## config.mk

```make
export PLATFORM = sky130hd
export DESIGN_NAME = pvc_pi_voltage_compensator
export DESIGN_NICKNAME = d
export VERILOG_FILES = /design/src/verilog/pvc_fifo.sv /design/src/verilog/pvc_pkg.sv /design/src/verilog/pvc_pi_voltage_compensator.sv
export SDC_FILE = /design/constraint.sdc
export NUM_CORES = 1
export LEC_CHECK = 0
export CORE_MARGIN = 5
export CORE_UTILIZATION = 60
export CTS_BUF_LIST = sky130_fd_sc_hd__clkbuf_4 sky130_fd_sc_hd__clkbuf_8
export DETAILED_ROUTE_END_ITERATION = 10
export DONT_BUFFER_PORTS = 1
export PLACE_DENSITY = 0.76
export SYNTH_ARGS = -nofsm -noshare
export SYNTH_HDL_FRONTEND = slang
export SYNTH_SLANG_ARGS = --single-unit
```

## constraint.sdc

```tcl
create_clock -name mclk -period 12.85 [get_ports mclk]
set_input_delay 2.57 -clock mclk [delete_from_list [all_inputs] [get_ports mclk]]
set_output_delay 2.57 -clock mclk [all_outputs]
set_load 0.01 [all_outputs]
```

## src/verilog/pvc_fifo.sv

```systemverilog
// Holds no logic: the result FIFO module sits beside the compensator that it serves.
// Assumes the compensator's own design file is always read with the package.

```

## src/verilog/pvc_pkg.sv

```systemverilog
// Package for the PI voltage compensator: number formats, gains and the sample and result stream structs.
// Assumes one 100 MHz clock and a per-unit Q1.15 error sample once per switching period.
package pvc_pkg;
  // ==========================================================================
  // Number formats
  // ==========================================================================
  localparam int ERR_W = 16;
  localparam int ERR_FRAC = 15;
  localparam int KP_W = 16;
  localparam int KP_FRAC = 10;
  localparam int KI_W = 16;
  localparam int KI_FRAC = 13;
  localparam int ACC_W = 40;
  localparam int OUT_W = 16;
  localparam int OUT_FRAC = 15;
  // ==========================================================================
  // Gains and timing
  // ==========================================================================
  // 18.5 in Q6.10 and 2.074 in Q3.13 (rounded to the nearest code).
  localparam logic signed [KP_W-1:0] KP_RESET = 16'sh4A00;
  localparam logic signed [KI_W-1:0] KI_RESET = 16'sh425E;
  localparam int CLK_HZ = 100_000_000;
  localparam int FSW_HZ = 72_800;
  // Shortest gap between samples that is not an overrun, rounded down to whole cycles.
  localparam int PERIOD_CYCLES = CLK_HZ / FSW_HZ;
  localparam int FIFO_DEPTH = 8;
  // ==========================================================================
  // Carried types
  // ==========================================================================
  typedef struct packed {
    logic signed [ERR_W-1:0] err;
  } pvc_sample_s;
  typedef struct packed {
    logic signed [OUT_W-1:0] ctrl;
    logic sat;
  } pvc_result_s;
  typedef enum logic [1:0] {
    PVC_IDLE = 2'b00,
    PVC_PROP = 2'b01,
    PVC_INT1 = 2'b11,
    PVC_INT2 = 2'b10
  } pvc_state_e;
endpackage

```

## src/verilog/pvc_pi_voltage_compensator.sv

```systemverilog
// Discrete PI compensator for the output-voltage loop, one update per error sample.
// Assumes the sampler offers one error per switching period; the reference stage drains results.
//
// Behaviour
// - Proportional term is gain kp times present error, kept apart from integral.
// - Integral adds ki*Ts/2 times present error and times previous error each step.
// - Output is proportional term plus the updated integral of the same step.
// - Exactly one update per accepted sample, sample interval equals switching period.
// - Proportional gain is signed Q6.10, nominally 18.5, range plus or minus 32.
// - Integral coefficient is signed Q3.13, nominally 2.074, range plus or minus 4.
// - One multiply, two multiply-accumulates, one addition per update.
// - Gains chosen for 45 degree margin, 10 dB gain margin, 3.5 kHz crossover.
module pvc_pi_voltage_compensator #(
  parameter logic signed [15:0] KP = pvc_pkg::KP_RESET,
  parameter logic signed [15:0] KI = pvc_pkg::KI_RESET
) (
  input wire logic mclk,
  input wire logic sys_rst,
  input wire pvc_pkg::pvc_sample_s sample,
  input wire logic sample_valid,
  output logic sample_ready,
  output pvc_pkg::pvc_result_s compensator_output,
  output logic compensator_output_valid,
  input wire logic compensator_output_ready,
  output logic update_overrun
);
  localparam int AW = pvc_pkg::ACC_W;
  localparam int SH_P = pvc_pkg::KP_FRAC + pvc_pkg::ERR_FRAC - pvc_pkg::OUT_FRAC;
  localparam int SH_I = pvc_pkg::KI_FRAC;
  localparam int CW = $clog2(pvc_pkg::PERIOD_CYCLES + 1);
  localparam logic signed [AW-1:0] OUT_MAX = AW'(32767);
  localparam logic signed [AW-1:0] OUT_MIN = -AW'(32768);
  // ==========================================================================
  // Datapath state
  // ==========================================================================
  pvc_pkg::pvc_state_e state, next_state;
  logic signed [AW-1:0] acc_p, next_acc_p;
  logic signed [AW-1:0] integ, next_integ;
  logic signed [15:0] err_now, next_err_now;
  logic signed [15:0] err_prev, next_err_prev;
  logic signed [AW-1:0] sum;
  logic fifo_in_valid, next_fifo_in_valid;
  logic fifo_in_ready;
  pvc_pkg::pvc_result_s fifo_in, next_fifo_in, fifo_out;
  logic fifo_out_valid;
  logic [CW-1:0] gap, next_gap;
  logic next_overrun;
  // One multiplier shared by all three products keeps the area small; four cycles per update.
  logic signed [15:0] mul_a, mul_b;
  logic signed [31:0] prod;
  always_comb begin
    mul_a = err_now;
    mul_b = KI;
    case (state)
      pvc_pkg::PVC_PROP: mul_b = KP;
      pvc_pkg::PVC_INT2: mul_a = err_prev;
      default: mul_b = KI;
    endcase
    prod = mul_a * mul_b;
  end
  // ==========================================================================
  // Sequencer
  // ==========================================================================
  always_comb begin
    next_state = state;
    next_acc_p = acc_p;
    next_integ = integ;
    next_err_now = err_now;
    next_err_prev = err_prev;
    next_fifo_in_valid = fifo_in_valid && !fifo_in_ready;
    next_fifo_in = fifo_in;
    sum = integ + acc_p;
    next_gap = (gap == CW'(pvc_pkg::PERIOD_CYCLES)) ? gap : gap + CW'(1);
    next_overrun = 1'b0;
    case (state)
      pvc_pkg::PVC_IDLE: begin
        if (sample_valid && sample_ready) begin
          next_err_now = sample.err;
          next_state = pvc_pkg::PVC_PROP;
          next_overrun = (gap != CW'(pvc_pkg::PERIOD_CYCLES));
          // Counting from one makes a gap of exactly one period count as on time.
          next_gap = CW'(1);
        end
      end
      pvc_pkg::PVC_PROP: begin
        next_acc_p = AW'(prod) >>> SH_P;
        next_state = pvc_pkg::PVC_INT1;
      end
      pvc_pkg::PVC_INT1: begin
        // The integral keeps every fraction bit of the product so small errors still build up.
        next_integ = integ + AW'(prod);
        next_state = pvc_pkg::PVC_INT2;
      end
      pvc_pkg::PVC_INT2: begin
        next_integ = integ + AW'(prod);
        next_err_prev = err_now;
        next_state = pvc_pkg::PVC_IDLE;
        sum = ((integ + AW'(prod)) >>> SH_I) + acc_p;
        next_fifo_in_valid = 1'b1;
        next_fifo_in.sat = (sum > OUT_MAX) || (sum < OUT_MIN);
        if (sum > OUT_MAX) begin
          next_fifo_in.ctrl = 16'sh7FFF;
        end else if (sum < OUT_MIN) begin
          next_fifo_in.ctrl = 16'sh8000;
        end else begin
          next_fifo_in.ctrl = sum[15:0];
        end
      end
      default: next_state = pvc_pkg::PVC_IDLE;
    endcase
  end
  always_ff @(posedge mclk) begin
    if (sys_rst) begin
      state <= pvc_pkg::PVC_IDLE;
      acc_p <= '0;
      integ <= '0;
      err_now <= '0;
      err_prev <= '0;
      fifo_in_valid <= 1'b0;
      fifo_in <= '0;
      gap <= CW'(pvc_pkg::PERIOD_CYCLES);
      update_overrun <= 1'b0;
    end else begin
      state <= next_state;
      acc_p <= next_acc_p;
      integ <= next_integ;
      err_now <= next_err_now;
      err_prev <= next_err_prev;
      fifo_in_valid <= next_fifo_in_valid;
      fifo_in <= next_fifo_in;
      gap <= next_gap;
      update_overrun <= next_overrun;
    end
  end
  // ==========================================================================
  // Output stream
  // ==========================================================================
  // A new sample waits while a result is still pending, so no update is ever dropped.
  always_ff @(posedge mclk) begin
    if (sys_rst) begin
      sample_ready <= 1'b0;
      compensator_output <= '0;
      compensator_output_valid <= 1'b0;
    end else begin
      sample_ready <= (next_state == pvc_pkg::PVC_IDLE) && !next_fifo_in_valid
        && !(sample_ready && sample_valid);
      if (!compensator_output_valid || compensator_output_ready) begin
        compensator_output <= fifo_out;
        compensator_output_valid <= fifo_out_valid;
      end
    end
  end
  pvc_fifo #(
    .WIDTH($bits(pvc_pkg::pvc_result_s)),
    .DEPTH(pvc_pkg::FIFO_DEPTH)
  ) u_fifo (
    .mclk(mclk),
    .sys_rst(sys_rst),
    .in_data(fifo_in),
    .in_valid(fifo_in_valid),
    .in_ready(fifo_in_ready),
    .out_data(fifo_out),
    .out_valid(fifo_out_valid),
    .out_ready(!compensator_output_valid || compensator_output_ready)
  );
endmodule

// ==========================================================================
// Result FIFO
// ==========================================================================
// Synchronous FIFO with valid/ready on both sides for the compensator result stream.
// Assumes a single clock and a synchronous active-high reset.
module pvc_fifo #(
  parameter int WIDTH = 17,
  parameter int DEPTH = 8
) (
  input wire logic mclk,
  input wire logic sys_rst,
  input wire logic [WIDTH-1:0] in_data,
  input wire logic in_valid,
  output logic in_ready,
  output logic [WIDTH-1:0] out_data,
  output logic out_valid,
  input wire logic out_ready
);
  localparam int AW = $clog2(DEPTH);
  // A depth that is not a power of two would break the wrap bit of the pointers.
  if (DEPTH < 2 || (1 << AW) != DEPTH) begin : g_bad_depth
    $error("pvc_fifo depth must be a power of two of at least 2");
  end
  // ==========================================================================
  // Storage and pointers
  // ==========================================================================
  logic [WIDTH-1:0] mem [DEPTH];
  logic [AW:0] wr_ptr, rd_ptr, next_wr_ptr, next_rd_ptr;
  logic push, pop;
  always_comb begin
    push = in_valid && in_ready;
    pop = out_valid && out_ready;
    next_wr_ptr = wr_ptr + (AW+1)'(push);
    next_rd_ptr = rd_ptr + (AW+1)'(pop);
  end
  always_ff @(posedge mclk) begin
    if (sys_rst) begin
      wr_ptr <= '0;
      rd_ptr <= '0;
    end else begin
      wr_ptr <= next_wr_ptr;
      rd_ptr <= next_rd_ptr;
    end
    if (push) begin
      mem[wr_ptr[AW-1:0]] <= in_data;
    end
  end
  always_comb begin
    in_ready = !((wr_ptr[AW] != rd_ptr[AW]) && (wr_ptr[AW-1:0] == rd_ptr[AW-1:0]));
    out_valid = (wr_ptr != rd_ptr);
    out_data = mem[rd_ptr[AW-1:0]];
  end
endmodule

```

---- After elaboration in Yosys (flattened, before gate mapping) ----
Memory sizes are Yosys's and may differ from the RTL's. A register that Yosys moved wholly into a read port is not among the register bits.
Index checks and enable logic that the tools add are counted.
W data, S select, Z words.
storage, ports and cells
  bits of input ports ..................... 20
  memories kept ........................... 1
  flip-flop bits (word level) ............. 136
  memory bits (writable) .................. 136
  output and inout port bits .............. 20
  logic and storage cells ................. 63
memories
  memory      words  width  read ports  clocked after Yosys merged registers in  wr ports  RTL line                           source
  u_fifo.mem  8      17     1           1                                        1         pvc_pi_voltage_compensator.sv:194  logic [WIDTH-1:0] mem [DEPTH];
cells by class
  reduce and logical (&&, ||, !) cells .... 18
  $add $sub $neg .......................... 5
  magnitude comparators ................... 2
  eq/ne operators ......................... 8
  bitwise operators ....................... 2
  multipliers ............................. 1
  mux-type cells .......................... 12
operators with widths
  kind                     number
  $mux W16                 3
  $add A40 B32 Y40         1
  $mux W11                 3
  $mul A16 B16 Y32         1
  $add A27 B22 Y28         1
  $gt A28 B16 Y1 const B   1
  $lt A28 B16 Y1 const B   1
  $mux W12                 1
  $add A11 B1 Y11 const B  1
  $eq A11 B11 Y1 const B   1
  $ne A11 B11 Y1 const B   1
  $add A4 B1 Y4            2
  $pmux W2 S4              1
  $logic_and A1 B1 Y1      7
  $eq A2 B2 Y1 const B     2
  $logic_not A1 Y1         4
  $logic_not A2 Y1         2
  $ne A4 B4 Y1             1
  $eq A3 B3 Y1             1
  $mux W1                  3
  $reduce_or A3 Y1         1
  $eq A2 B1 Y1 const B     1
  $logic_or A1 B1 Y1       2
  $mux W2                  1
  4 further kinds          5

---- Logic depth before layout (Yosys ltp) ----
Gate-level depths: netlist (run 1).
  depth after elaboration ................. 8
  depth in mapped cells ................... 49
  gate-level depth less buffers ........... 45

---- Hierarchy ----
A second synthesis (run 1) with hierarchy kept.
unflattened totals
  cells, all modules ...................... 2041
  area, all modules ....................... 20056.7 µm²
modules (own cells, without submodules)
  module                      area each (µm²)  seq. area each (µm²)  cells each  instances
  pvc_pi_voltage_compensator  14446.4          2882.8                1796        1
  pvc_fifo                    5610.4           4244.1                245         1

---- Worst setup path after synthesis (run 1) ----
OpenSTA, ideal clock, no wires.
  path type ............................... flip-flop to flip-flop
  from .................................... register state[0]
  to ...................................... register fifo_in[10] in the netlist's numbering
  setup time .............................. 136 ps
  arrival ................................. 11179 ps
  path slack .............................. 1536 ps
  stages on the path, launching flop included .. 47
  required time ........................... 12714 ps
  period minus slack after synthesis ...... 11314 ps
  buffers on the path ..................... 6
  cells stage by stage .................... dfxtp_1 > clkbuf_1 > nand2b_1 > clkbuf_1 > nand2_1 > nand2_1 > nand2_1 > clkinv_1 > buf_1 > ha_1 > xnor2_1 > fa_1 > inv_1 > ha_1 > fa_1 > fa_1 > inv_1 > fa_1 > (+11 left out) > clkbuf_1 > a21o_1 > a211o_1 > nor3_1 > a211oi_1 > xnor2_1 > ha_1 > clkbuf_1 > a21o_1 > a2111oi_0 > o21ai_1 > a31oi_2 > o21ai_1 > a21o_1 > xor2_1 > o31ai_2 > buf_2 > o32ai_1
between the ends
  longest elaborated chain between the ends .. 8
  elaborated cells between the ends (all ways) .. 11
  classes of those cells .................. 2 x add/sub; 1 x mul; 2 x order compare; 2 x eq/ne; 4 x mux
RTL lines
  item                                                 RTL line                           source
  start: declaration                                   pvc_pi_voltage_compensator.sv:36   pvc_pkg::pvc_state_e state, next_state;
  start signal: assignment                             pvc_pi_voltage_compensator.sv:114  state <= pvc_pkg::PVC_IDLE;
  start signal: assignment                             pvc_pi_voltage_compensator.sv:124  state <= next_state;
  $eq A2 B2 Y1 / $eq A2 B1 Y1 (equally long branches)  pvc_pi_voltage_compensator.sv:54   case (state)
  $mux W16 / $mux W12 (equally long branches)          pvc_pi_voltage_compensator.sv:54
  $mul A16 B16 Y32 (*)                                 pvc_pi_voltage_compensator.sv:59   prod = mul_a * mul_b;
  named net prod[30]                                   pvc_pi_voltage_compensator.sv:50   logic signed [31:0] prod;
  $add A40 B32 Y40 (*)                                 pvc_pi_voltage_compensator.sv:98   sum = ((integ + AW'(prod)) >>> SH_I) + acc_p;
  $add A27 B22 Y28 (*)                                 pvc_pi_voltage_compensator.sv:98
  $lt A28 B16 Y1                                       pvc_pi_voltage_compensator.sv:103  end else if (sum < OUT_MIN) begin
  $mux W16                                             pvc_pi_voltage_compensator.sv:103
  $mux W16 (*)                                         pvc_pi_voltage_compensator.sv:101  if (sum > OUT_MAX) begin
  end signal: assignment                               pvc_pi_voltage_compensator.sv:130  fifo_in <= next_fifo_in;
  end: declaration                                     pvc_pi_voltage_compensator.sv:44   pvc_pkg::pvc_result_s fifo_in, next_fifo_in, fifo_out;
Mark *: on every way through the listed nets, which the timed path passes. The rest lies on a longest branch.
A chain may end at the register's enable or synchronous reset.

---- Worst setup path in the final report (run 1) ----
  from .................................... register state[0]
  to ...................................... register fifo_in[15] in the netlist's numbering
The elaborated chain is that of the path after synthesis.

==> impl_metrics.yaml, run 1 <==
status:
  status: "completed"
placed_design:
  place_area_mm2: 0.02033
  io_buffers: 0
  place_hpwl_mm: 31.32
  gp_congestion: 0.9540
power_and_ir_drop:
  vdd_drop_max_mv: 0.1206
  total_power_mw: 2.715
  leakagePower_nw: 9.397
  cellPowerDensity_mw_per_mm2: 126.8
floorplan:
  pin_count: 40
  coreArea_mm2: 0.03262
  rows: 66
  die-area_mm2: 0.03681
  start_util: 0.6084
  dieWidth_um: 191.9
  die_height_um: 191.9
cts:
  cts.sinks: 288
  path_clk_slew_ps: 60
  cts_root_buffer: "clkbuf_8"
  cts-htree-levels: 2
  cts_tree: "built"
  cts_max_path_buffers: 3
  cts_buffers: 49
  clkLatencyLatePin_ps: 630
detailed_routing:
  wirelength_mm: 42.57
  route.detailed.drc: 0
  num_vias: 14490
  post_drt_wl_per_cell_um: 17.02
  viasPerCell: 5.795
  drt-initial-drc-count: 737
  ant_nets: 0
  drt_first_pass_iters: 6
sta:
  maxSlewHeadroom: 0.3137
  setup-tns-final_ps: 0
  timing.fmax_mhz: 83.31
  hold_viol_final: 0
  slew_viol_final: 0
  finalCriticalPeriod_ps: 12000
  post-route-period-util: 0.9341
  setup_violations: 0
  rsz0062_at_grt: "false"
  finClkSkew_ps: 35.30
  worst_slew_pin_slew_ps: 1026
synthesis:
  synth_nets: 2310
  syn_area_mm2: 0.01985
  ys_types: 80
  yosysTopAreaCell: "edfxtp_1"
  synth_area_leaders: "edfxtp_1, dfxtp_1, ha_1"
  synth_flop_cell: "dfxtp_1"
  yosysTopAreaCellShare: 0.2058
  yosysSeqAreaShare: 0.3591
  postSynthCellCount: 2025
  synth_edf_count: 136
  yosys_warnings: 0
  ys_seq_elements: 288
  syn_area_per_cell_um2: 9.800
  synthArstFlopShare: 0
worst_setup_path:
  crit_type: "reg2reg"
  crit_fanout: 16
  arrival_ps: 12430
  end_kind: "flip-flop"
  slowest_delay_ps: 690
  cp_slowest_cell: "nand2b_1"
  crit_path_start_kind: "flip-flop"
  cp.required_ps: 13280
cells_and_area:
  regArea_mm2: 0.007129
  multi_input_area_mm2: 0.01178
  nets: 2304
  layout-drive-gt1-share: 0.08742
  diodes: 0
  fillCellCount: 2584
  finalInstanceArea_mm2: 0.02142
  syn_to_final_growth_pct: 7.931
grt:
  grt_max_degree: 161
  antenna_found_initial: 0
  grt_overflow: 0
  grt_pass1_wl_mm: 71.19
  grt_pass1_vias: 14640
  track_usage: 0.2363
flow_run:
  cap_violations: 0
worst_hold_path:
  min_path_type: "reg2reg"
[where the power goes]
part / switching (mW) / leakage (nW) / internal, mW / total (mW)
clock network: 0.376 / 0.571 / 0.504 / 0.880
registers: 0.0536 / 2.49 / 1.02 / 1.07
logic: 0.441 / 6.33 / 0.323 / 0.764
total: 0.870 / 9.40 / 1.85 / 2.72
[state kept, by name, indices dropped and copies added, names as in the netlist]
register,cells
acc_p,22
compensator_output,17
compensator_output_valid,1
err_now,16
err_prev,16
fifo_in,17
fifo_in_valid,1
gap,11
integ,39
sample_ready,1
state,2
u_fifo.mem,136
u_fifo.rd_ptr,4
u_fifo.wr_ptr,4
update_overrun,1
[layout make-up]
class                   count  share of cell area
clock buffers              75             0.04323
multi-input cells        1476              0.5501
well taps                 442             0.02582
flip-flops and latches    288              0.3328
inverters                 174             0.03049
clock inverters            16            0.006951
repair buffers             30             0.01051
[worst paths after layout]
path                             from                       end  slack (ps)  depth (start not counted)
max               state[0]$_SDFF_PP0_  fifo_in[15]$_SDFFE_PP0P_         850                         41
min          err_prev[6]$_SDFFE_PP0P_  err_prev[6]$_SDFFE_PP0P_         450                          2
max reg2reg       state[0]$_SDFF_PP0_  fifo_in[15]$_SDFFE_PP0P_         850                         41
min reg2reg  err_prev[6]$_SDFFE_PP0P_  err_prev[6]$_SDFFE_PP0P_         450                          2
[placed cells by master (no fill, tap or decap), types with 5 or more instances in the layout]
cell | Yosys | layout
o21ai_0 | 57 | 57
a221o_1 | 5 | 5
clkbuf_8 | 0 | 58
o21ai_1 | 6 | 6
mux4_2 | 35 | 35
nand2_1 | 206 | 206
o211ai_1 | 6 | 6
o32ai_1 | 14 | 14
nor3_1 | 27 | 24
and2_1 | 22 | 22
buf_4 | 0 | 30
nor3b_1 | 7 | 7
nand2b_1 | 22 | 22
a21oi_1 | 154 | 154
mux2i_1 | 54 | 53
a211oi_1 | 29 | 29
or3_1 | 9 | 9
xor2_1 | 40 | 40
clkinv_1 | 2 | 6
dfxtp_1 | 152 | 150
nand3_1 | 39 | 39
xnor2_1 | 99 | 99
clkinv_2 | 0 | 6
and3_1 | 17 | 17
a21o_1 | 42 | 42
nand4_1 | 19 | 19
a31oi_1 | 8 | 7
nor2_1 | 166 | 165
edfxtp_1 | 136 | 136
o21bai_1 | 12 | 12
inv_1 | 172 | 172
nor2b_1 | 19 | 18
ha_1 | 187 | 187
clkbuf_4 | 0 | 17
fa_1 | 78 | 78
a31o_2 | 5 | 5
o21a_1 | 13 | 13
[what timing repair did]
item	in CTS	in global routing
gates resized for setup	0	2
setup endpoints to repair	0	14
hold buffers	0	0
buffers inserted	0	0
[per-layer routing]
metal,part of all wire,wire [um],vias up,track usage
met2,0.49,21020,372,0.4119
met5,0,0,-,0
met4,0.034,1445,0,0.08812
li1,-,-,7109,-
met1,0.43,18100,6903,0.2971
met3,0.047,2012,109,0.03726
[cells by family (layout without fill, tap and decap cells)]
kind of cell | after synthesis | count (layout) | synth area share
AND/OR/NAND/NOR | 576 | 576 | 0.1329
AO/OA/AOI/OAI | 406 | 406 | 0.1328
flip-flops | 288 | 288 | 0.3591
adder cells (fa/ha/maj) | 265 | 265 | 0.1966
buffers and inverters | 261 | 295 | 0.04949
XOR/XNOR | 140 | 140 | 0.06217
multiplexers | 89 | 89 | 0.06696
[per-stage QoR]
step / hold WS [ps] / utilization / cells / setup WS, ps
after floorplan: 435.7 / - / 2025 / 1536
after global placement: 442.0 / 0.6234 / 2410 / 878.0
after detailed placement: 445.9 / 0.6234 / 2410 / 473.6
after CTS: 453.6 / 0.6563 / 2501 / 440.0
after global routing: 474.6 / 0.6567 / 2501 / 8.887
final: 452.2 / 0.6567 / 2501 / 846.4
[cells in the mapped netlist (all sizes together), types with 5 or more instances]
| cell type | count |
|---|---|
| nand2 | 206 |
| ha | 187 |
| inv | 172 |
| nor2 | 166 |
| a21oi | 155 |
| dfxtp | 152 |
| edfxtp | 136 |
| xnor2 | 100 |
| fa | 78 |
| clkbuf | 67 |
| o21ai | 63 |
| mux2i | 54 |
| a21o | 42 |
| xor2 | 40 |
| nand3 | 39 |
| mux4 | 35 |
| a211oi | 31 |
| nor3 | 27 |
| and2 | 23 |
| nand2b | 22 |
| buf | 20 |
| nand4 | 19 |
| nor2b | 19 |
| and3 | 17 |
| o32ai | 14 |
| o21a | 13 |
| o21bai | 12 |
| a31oi | 9 |
| or3 | 9 |
| a31o | 7 |
| nor3b | 7 |
| o211ai | 6 |
| a221o | 5 |
[worst max-delay path, delay by kind of cell (launching register included)]
family	cells	cell delay, ps
AO/OA/AOI/OAI	17	4650
XOR/XNOR	4	810
adder cells (fa/ha/maj)	8	3430
buffers and inverters	5	650
flip-flops	1	450
multiplexers	1	220
AND/OR/NAND/NOR	6	1600
(Power assumes the default switching activity.)
==> run 2, diff against run 1 <==
Settings changed: SYNTH_HIERARCHICAL from default to 1.
==> impl_metrics.yaml, run 2 <==
status:
  status: "completed"
cells_and_area:
  largest_reg_flops: 136
  layout-drive-gt1-share: 0.09554
  layout_common_cells: "nand2_1, inv_1, ha_1, a21oi_1, dfxtp_1"
  nets: 2329
  fillCellCount: 2647
  layout_commonest_cell: "nand2_1"
  syn_to_final_growth_pct: 7.985
  multi_input_area_mm2: 0.01189
  regArea_mm2: 0.007129
  stdcell_count: 2531
  diodes: 0
worst_setup_path:
  rr_worst_depth: 43
  r2r_slack_ps: 790
  crit_top_cell: "inv_1"
  crit_fanout: 30
  end_kind: "flip-flop"
  crit_buf_inv: 7
  slowest_delay_ps: 720
  arrival_ps: 12570
  cp_top_family: "adder cells"
  crit_path_start_kind: "flip-flop"
  timing.rr.end: "fifo_in[11]$_SDFFE_PP0P_"
  crit_path_start: "state[0]$_SDFF_PP0_"
  reg2reg_from: "state[0]$_SDFF_PP0_"
  cp.required_ps: 13360
  crit_type: "reg2reg"
  cp_slowest_cell: "mux2i_1"
grt:
  antenna_found_initial: 0
  met2_usage: 0.4370
  grtUsageMet1: 0.2931
  grt_pass1_wl_mm: 72.68
  track_usage: 0.2409
  globalRouteMet3Util: 0.03238
  grt_max_degree: 135
  grt_overflow: 0
  grt_pass1_vias: 14770
  grt_busiest_layer: "met2"
synthesis:
  yosysTopAreaCell: "edfxtp_1"
  synth.most_common_cell: "nand2_1"
  ys_types: 81
  yosys_warnings: 6
  yosysSeqAreaShare: 0.3553
  synthXorXnorAreaFrac: 0.05502
  ys_seq_elements: 288
  postSynthCellCount: 2041
  synth-simple-area-share: 0.1328
  synth_nets: 2326
  yosys-top-cells-count: "nand2_1, inv_1, ha_1"
  synth_edf_count: 136
  synth_flop_cell: "dfxtp_1"
  syn_area_mm2: 0.02006
  synth-compound-area-share: 0.1383
  yosysTopAreaCellShare: 0.2036
  synthArstFlopShare: 0
  synthAdderAreaFrac: 0.1949
  syn_area_per_cell_um2: 9.827
  synth_top_family_by_area: "adder cells"
  muxShareOfSynthArea: 0.07062
  synth_area_leaders: "edfxtp_1, dfxtp_1, ha_1"
cts:
  cts_root_buffer: "clkbuf_8"
  clkLatencyLatePin_ps: 620
  cts-htree-levels: 2
  cts.sinks: 288
  cts_buffers: 49
  cts_tree: "built"
  holdBufCountCts: 0
  path_clk_slew_ps: 60
  cts_max_path_buffers: 3
detailed_routing:
  drt-initial-drc-count: 765
  post_drt_wl_per_cell_um: 17.18
  ant_nets: 0
  wirelength_mm: 43.50
  viasPerCell: 5.741
  num_vias: 14530
  route.detailed.drc: 0
  drt_first_pass_iters: 7
worst_hold_path:
  min_path_type: "reg2reg"
  min_to: "err_prev[12]$_SDFFE_PP0P_"
  hold_depth: 2
  min_from: "err_prev[12]$_SDFFE_PP0P_"
power_and_ir_drop:
  cellPowerDensity_mw_per_mm2: 128.0
  leakagePower_nw: 9.643
  total_power_mw: 2.773
  vdd_drop_max_mv: 0.1062
floorplan:
  coreArea_mm2: 0.03328
  start_util: 0.6027
  dieWidth_um: 192.8
  rows: 67
  die-area_mm2: 0.03718
  pin_count: 40
  die_height_um: 192.8
placed_design:
  place_inst: 2440
  place_hpwl_mm: 31.93
  io_buffers: 0
  gp_congestion: 0.9407
sta:
  setup-tns-final_ps: 0
  worst_slew_pin_slew_ps: 1081
  rsz0062_at_grt: "false"
  post-route-period-util: 0.9386
  timing.fmax_mhz: 82.91
  finalCriticalPeriod_ps: 12060
  finClkSkew_ps: 32.29
  hold_viol_final: 0
  maxSlewHeadroom: 0.2792
  slew_viol_final: 0
  setup_violations: 0
flow_run:
  cap_violations: 0
-- run 2: cell count changes in the layout (fill, tap and decap cells not counted), moves of 12 or more --
cell / delta
nand2_1: +26
nor2_1: -24
inv_1: +23
mux2i_1: -15
mux2_2: +14
o32ai_1: -14
a21oi_1: +13
nand4_1: -12
-- run 2: cell families after synthesis --
| logic type | Yosys count |
|---|---|
| mux | 94 |
| buf+inv | 268 |
| simple gates | 575 |
| xor+xnor | 126 |
| flops | 288 |
| fa+ha+maj | 265 |
| compound gates | 425 |
-- run 2: routing by layer --
layer / part of all wire / vias to the layer above
met5: 0 / -
met4: 0.029 / 0
met3: 0.040 / 76
met2: 0.51 / 312
met1: 0.42 / 6973
li1: - / 7169
-- run 2: per-stage QoR --
step | util | cell area, um^2 | setup WS, ps | hold slack [ps]
after global placement | 0.6151 | 20470 | 922.3 | 442.0
after detailed placement | 0.6151 | 20470 | 484.3 | 444.9
after global routing | 0.6508 | 21660 | 56.11 | 477.5
after CTS | 0.6498 | 21630 | 400.6 | 452.6
final | 0.6508 | 21660 | 789.3 | 454.2
after floorplan | - | 20060 | 1692 | 433.8
-- run 2: how the worst max path moves through the flow --
stage / end / cells after the start
after CTS: fifo_in[5]$_SDFFE_PP0P_ / 41
after floorplan: fifo_in[9]$_SDFFE_PP0P_ / 43
after detailed placement: fifo_in[5]$_SDFFE_PP0P_ / 41
after global routing: fifo_in[1]$_SDFFE_PP0P_ / 41
after global placement: fifo_in[11]$_SDFFE_PP0P_ / 45
final: fifo_in[11]$_SDFFE_PP0P_ / 43
-- run 2: area by class of cell --
class / count / area share
sequential: 288 / 0.3292
clock buffer: 70 / 0.04044
multi-input combinational: 1485 / 0.5491
timing repair buffer: 22 / 0.008203
inverter: 198 / 0.03432
clock inverter: 20 / 0.01288
tap: 448 / 0.02588
-- run 2: worst register-to-register path: cells and delay by family, from the launching register on --
family / cells / cell delay [ps]
xor+xnor: 2 / 430
compound gates: 15 / 3400
mux: 1 / 730
flops: 1 / 470
simple gates: 10 / 2170
buf+inv: 7 / 1140
fa+ha+maj: 8 / 3600
-- run 2: timing repair --
action	in CTS	in global routing
buffers inserted	0	1
endpoints found under the setup margin	0	16
gates resized for setup	0	4
-- run 2: power breakdown --
| part | internal [mW] | total [mW] | switching, mW |
|---|---|---|---|
| clock | 0.566 | 0.950 | 0.384 |
| combinational | 0.331 | 0.785 | 0.454 |
| sequential | 0.998 | 1.04 | 0.0394 |
==> run 3, diff against run 2 <==
Settings changed: CORE_UTILIZATION 60 to 30, PLACE_DENSITY 0.76 to default.
==> impl_metrics.yaml, run 3 (synthesis results as in run 2) <==
floorplan:
  die_height_um: 268.6
  pin_count: 40
  coreArea_mm2: 0.06598
  dieWidth_um: 268.6
  rows: 94
  die-area_mm2: 0.07213
  start_util: 0.3040
power_and_ir_drop:
  leakagePower_nw: 9.611
  cellPowerDensity_mw_per_mm2: 125.0
  total_power_mw: 2.764
  vdd_drop_max_mv: 0.1211
cells_and_area:
  finalInstanceArea_mm2: 0.02212
  syn_to_final_growth_pct: 10.27
  regArea_mm2: 0.007129
  fillCellCount: 6654
  nets: 2328
  layout_commonest_cell: "nand2_1"
  stdcell_count: 2948
  layout_common_cells: "nand2_1, inv_1, ha_1, a21oi_1, dfxtp_1"
  multi_input_area_mm2: 0.01189
  layout-drive-gt1-share: 0.09458
  largest_reg_flops: 136
detailed_routing:
  post_drt_wl_per_cell_um: 15.19
  ant_nets: 0
  drt_first_pass_iters: 5
  wirelength_mm: 44.78
  viasPerCell: 4.915
  drt-initial-drc-count: 775
  num_vias: 14490
  route.detailed.drc: 0
grt:
  grt_pass1_wl_mm: 74.48
  grt_overflow: 0
  grt_pass1_vias: 14640
  antenna_found_initial: 1
  track_usage: 0.1232
  grt_max_degree: 135
sta:
  hold_viol_final: 0
  finalCriticalPeriod_ps: 12040
  maxSlewHeadroom: 0.2295
  finClkSkew_ps: 41.34
  setup_violations: 0
  post-route-period-util: 0.9372
  slew_viol_final: 0
  timing.fmax_mhz: 83.04
  rsz0062_at_grt: "false"
  worst_slew_pin_slew_ps: 1151
  setup-tns-final_ps: 0
  worst_slack_ps: 807.0
worst_setup_path:
  cp_slowest_cell: "o41ai_4"
  arrival_ps: 12550
  rr_worst_depth: 44
  slowest_delay_ps: 740
  crit_path_start_kind: "flip-flop"
  r2r_slack_ps: 810
  end_kind: "flip-flop"
  reg2reg_from: "state[0]$_SDFF_PP0_"
  crit_type: "reg2reg"
  crit_end: "fifo_in[9]$_SDFFE_PP0P_"
  timing.rr.end: "fifo_in[9]$_SDFFE_PP0P_"
  crit_fanout: 26
  cp.required_ps: 13350
  crit_path_start: "state[0]$_SDFF_PP0_"
placed_design:
  place_hpwl_mm: 32.47
  place_inst: 2857
  io_buffers: 0
  gp_congestion: 0.9939
  place_area_mm2: 0.02100
  pre_cts_ws_ps: 785.4
flow_run:
  cap_violations: 0
cts:
  cts-htree-levels: 2
  clkLatencyLatePin_ps: 620
  cts_root_buffer: "clkbuf_8"
  cts.sinks: 288
  cts_max_path_buffers: 3
  cts_tree: "built"
  cts_buffers: 48
  path_clk_slew_ps: 60
worst_hold_path:
  min_path_type: "reg2reg"
status:
  status: "completed"
run 3: changes by cell type in the layout (fill, tap and decap cells not counted), sizes merged:
cell,before,now
bufinv,6,5
clkinv,12,13
inv,198,199
clkinvlp,2,4
diode,0,1
clkbuf,70,67
run 3: layer usage:
layer | GRT usage | routed length, um | up-vias
li1 | - | - | 7162
met1 | 0.1690 | 21090 | 6923
met2 | 0.2038 | 20500 | 331
met3 | 0.02126 | 2242 | 74
met4 | 0.03044 | 947 | 0
met5 | 0 | 0 | -
run 3: where the power goes:
part	internal, mW	leakage [nW]	switching, mW
clock network	0.531	0.569	0.401
registers	0.998	2.49	0.0407
logic	0.329	6.55	0.464
run 3: how the worst min path moves through the flow:
stage	cells past startpoint	endpoint	start
6_report	2	err_prev[8]$_SDFFE_PP0P_	err_prev[8]$_SDFFE_PP0P_
3_5_place_dp	2	err_prev[8]$_SDFFE_PP0P_	err_prev[8]$_SDFFE_PP0P_
4_1_cts	2	err_prev[8]$_SDFFE_PP0P_	err_prev[8]$_SDFFE_PP0P_
2_1_floorplan	2	err_prev[15]$_SDFFE_PP0P_	err_prev[15]$_SDFFE_PP0P_
5_1_grt	2	err_prev[8]$_SDFFE_PP0P_	err_prev[8]$_SDFFE_PP0P_
3_3_place_gp	2	err_prev[1]$_SDFFE_PP0P_	err_prev[1]$_SDFFE_PP0P_
run 3: worst max-delay path: cells and delay by family (launching register included):
kind	cells	cell delay [ps]
mux	1	400
flops	1	460
fa+ha+maj	9	3760
simple gates	8	1860
xor+xnor	2	330
compound gates	17	4330
buf+inv	7	810
run 3: through the flow:
stage	utilization	hold WS [ps]
floorplan	-	433.8
global placement	0.3183	442.8
detailed placement	0.3183	447.0
CTS	0.3350	454.9
global route	0.3352	471.9
finish	0.3352	455.4
run 3: final cells by class:
cell class / instances / share of cell area
Inverter: 198 / 0.03360
Tap cell: 864 / 0.04888
Multi-Input combinational cell: 1485 / 0.5376
Timing Repair Buffer: 22 / 0.007468
Clock buffer: 67 / 0.03802
Clock inverter: 23 / 0.01199
Sequential cell: 288 / 0.3224
Antenna cell: 1 / 0.0001131
run 3: repair_timing:
item,CTS,global route
hold buffers,0,0
resized for setup,0,2
hold endpoints to repair,0,0
endpoints found under the setup margin,0,16
buffers inserted,0,0
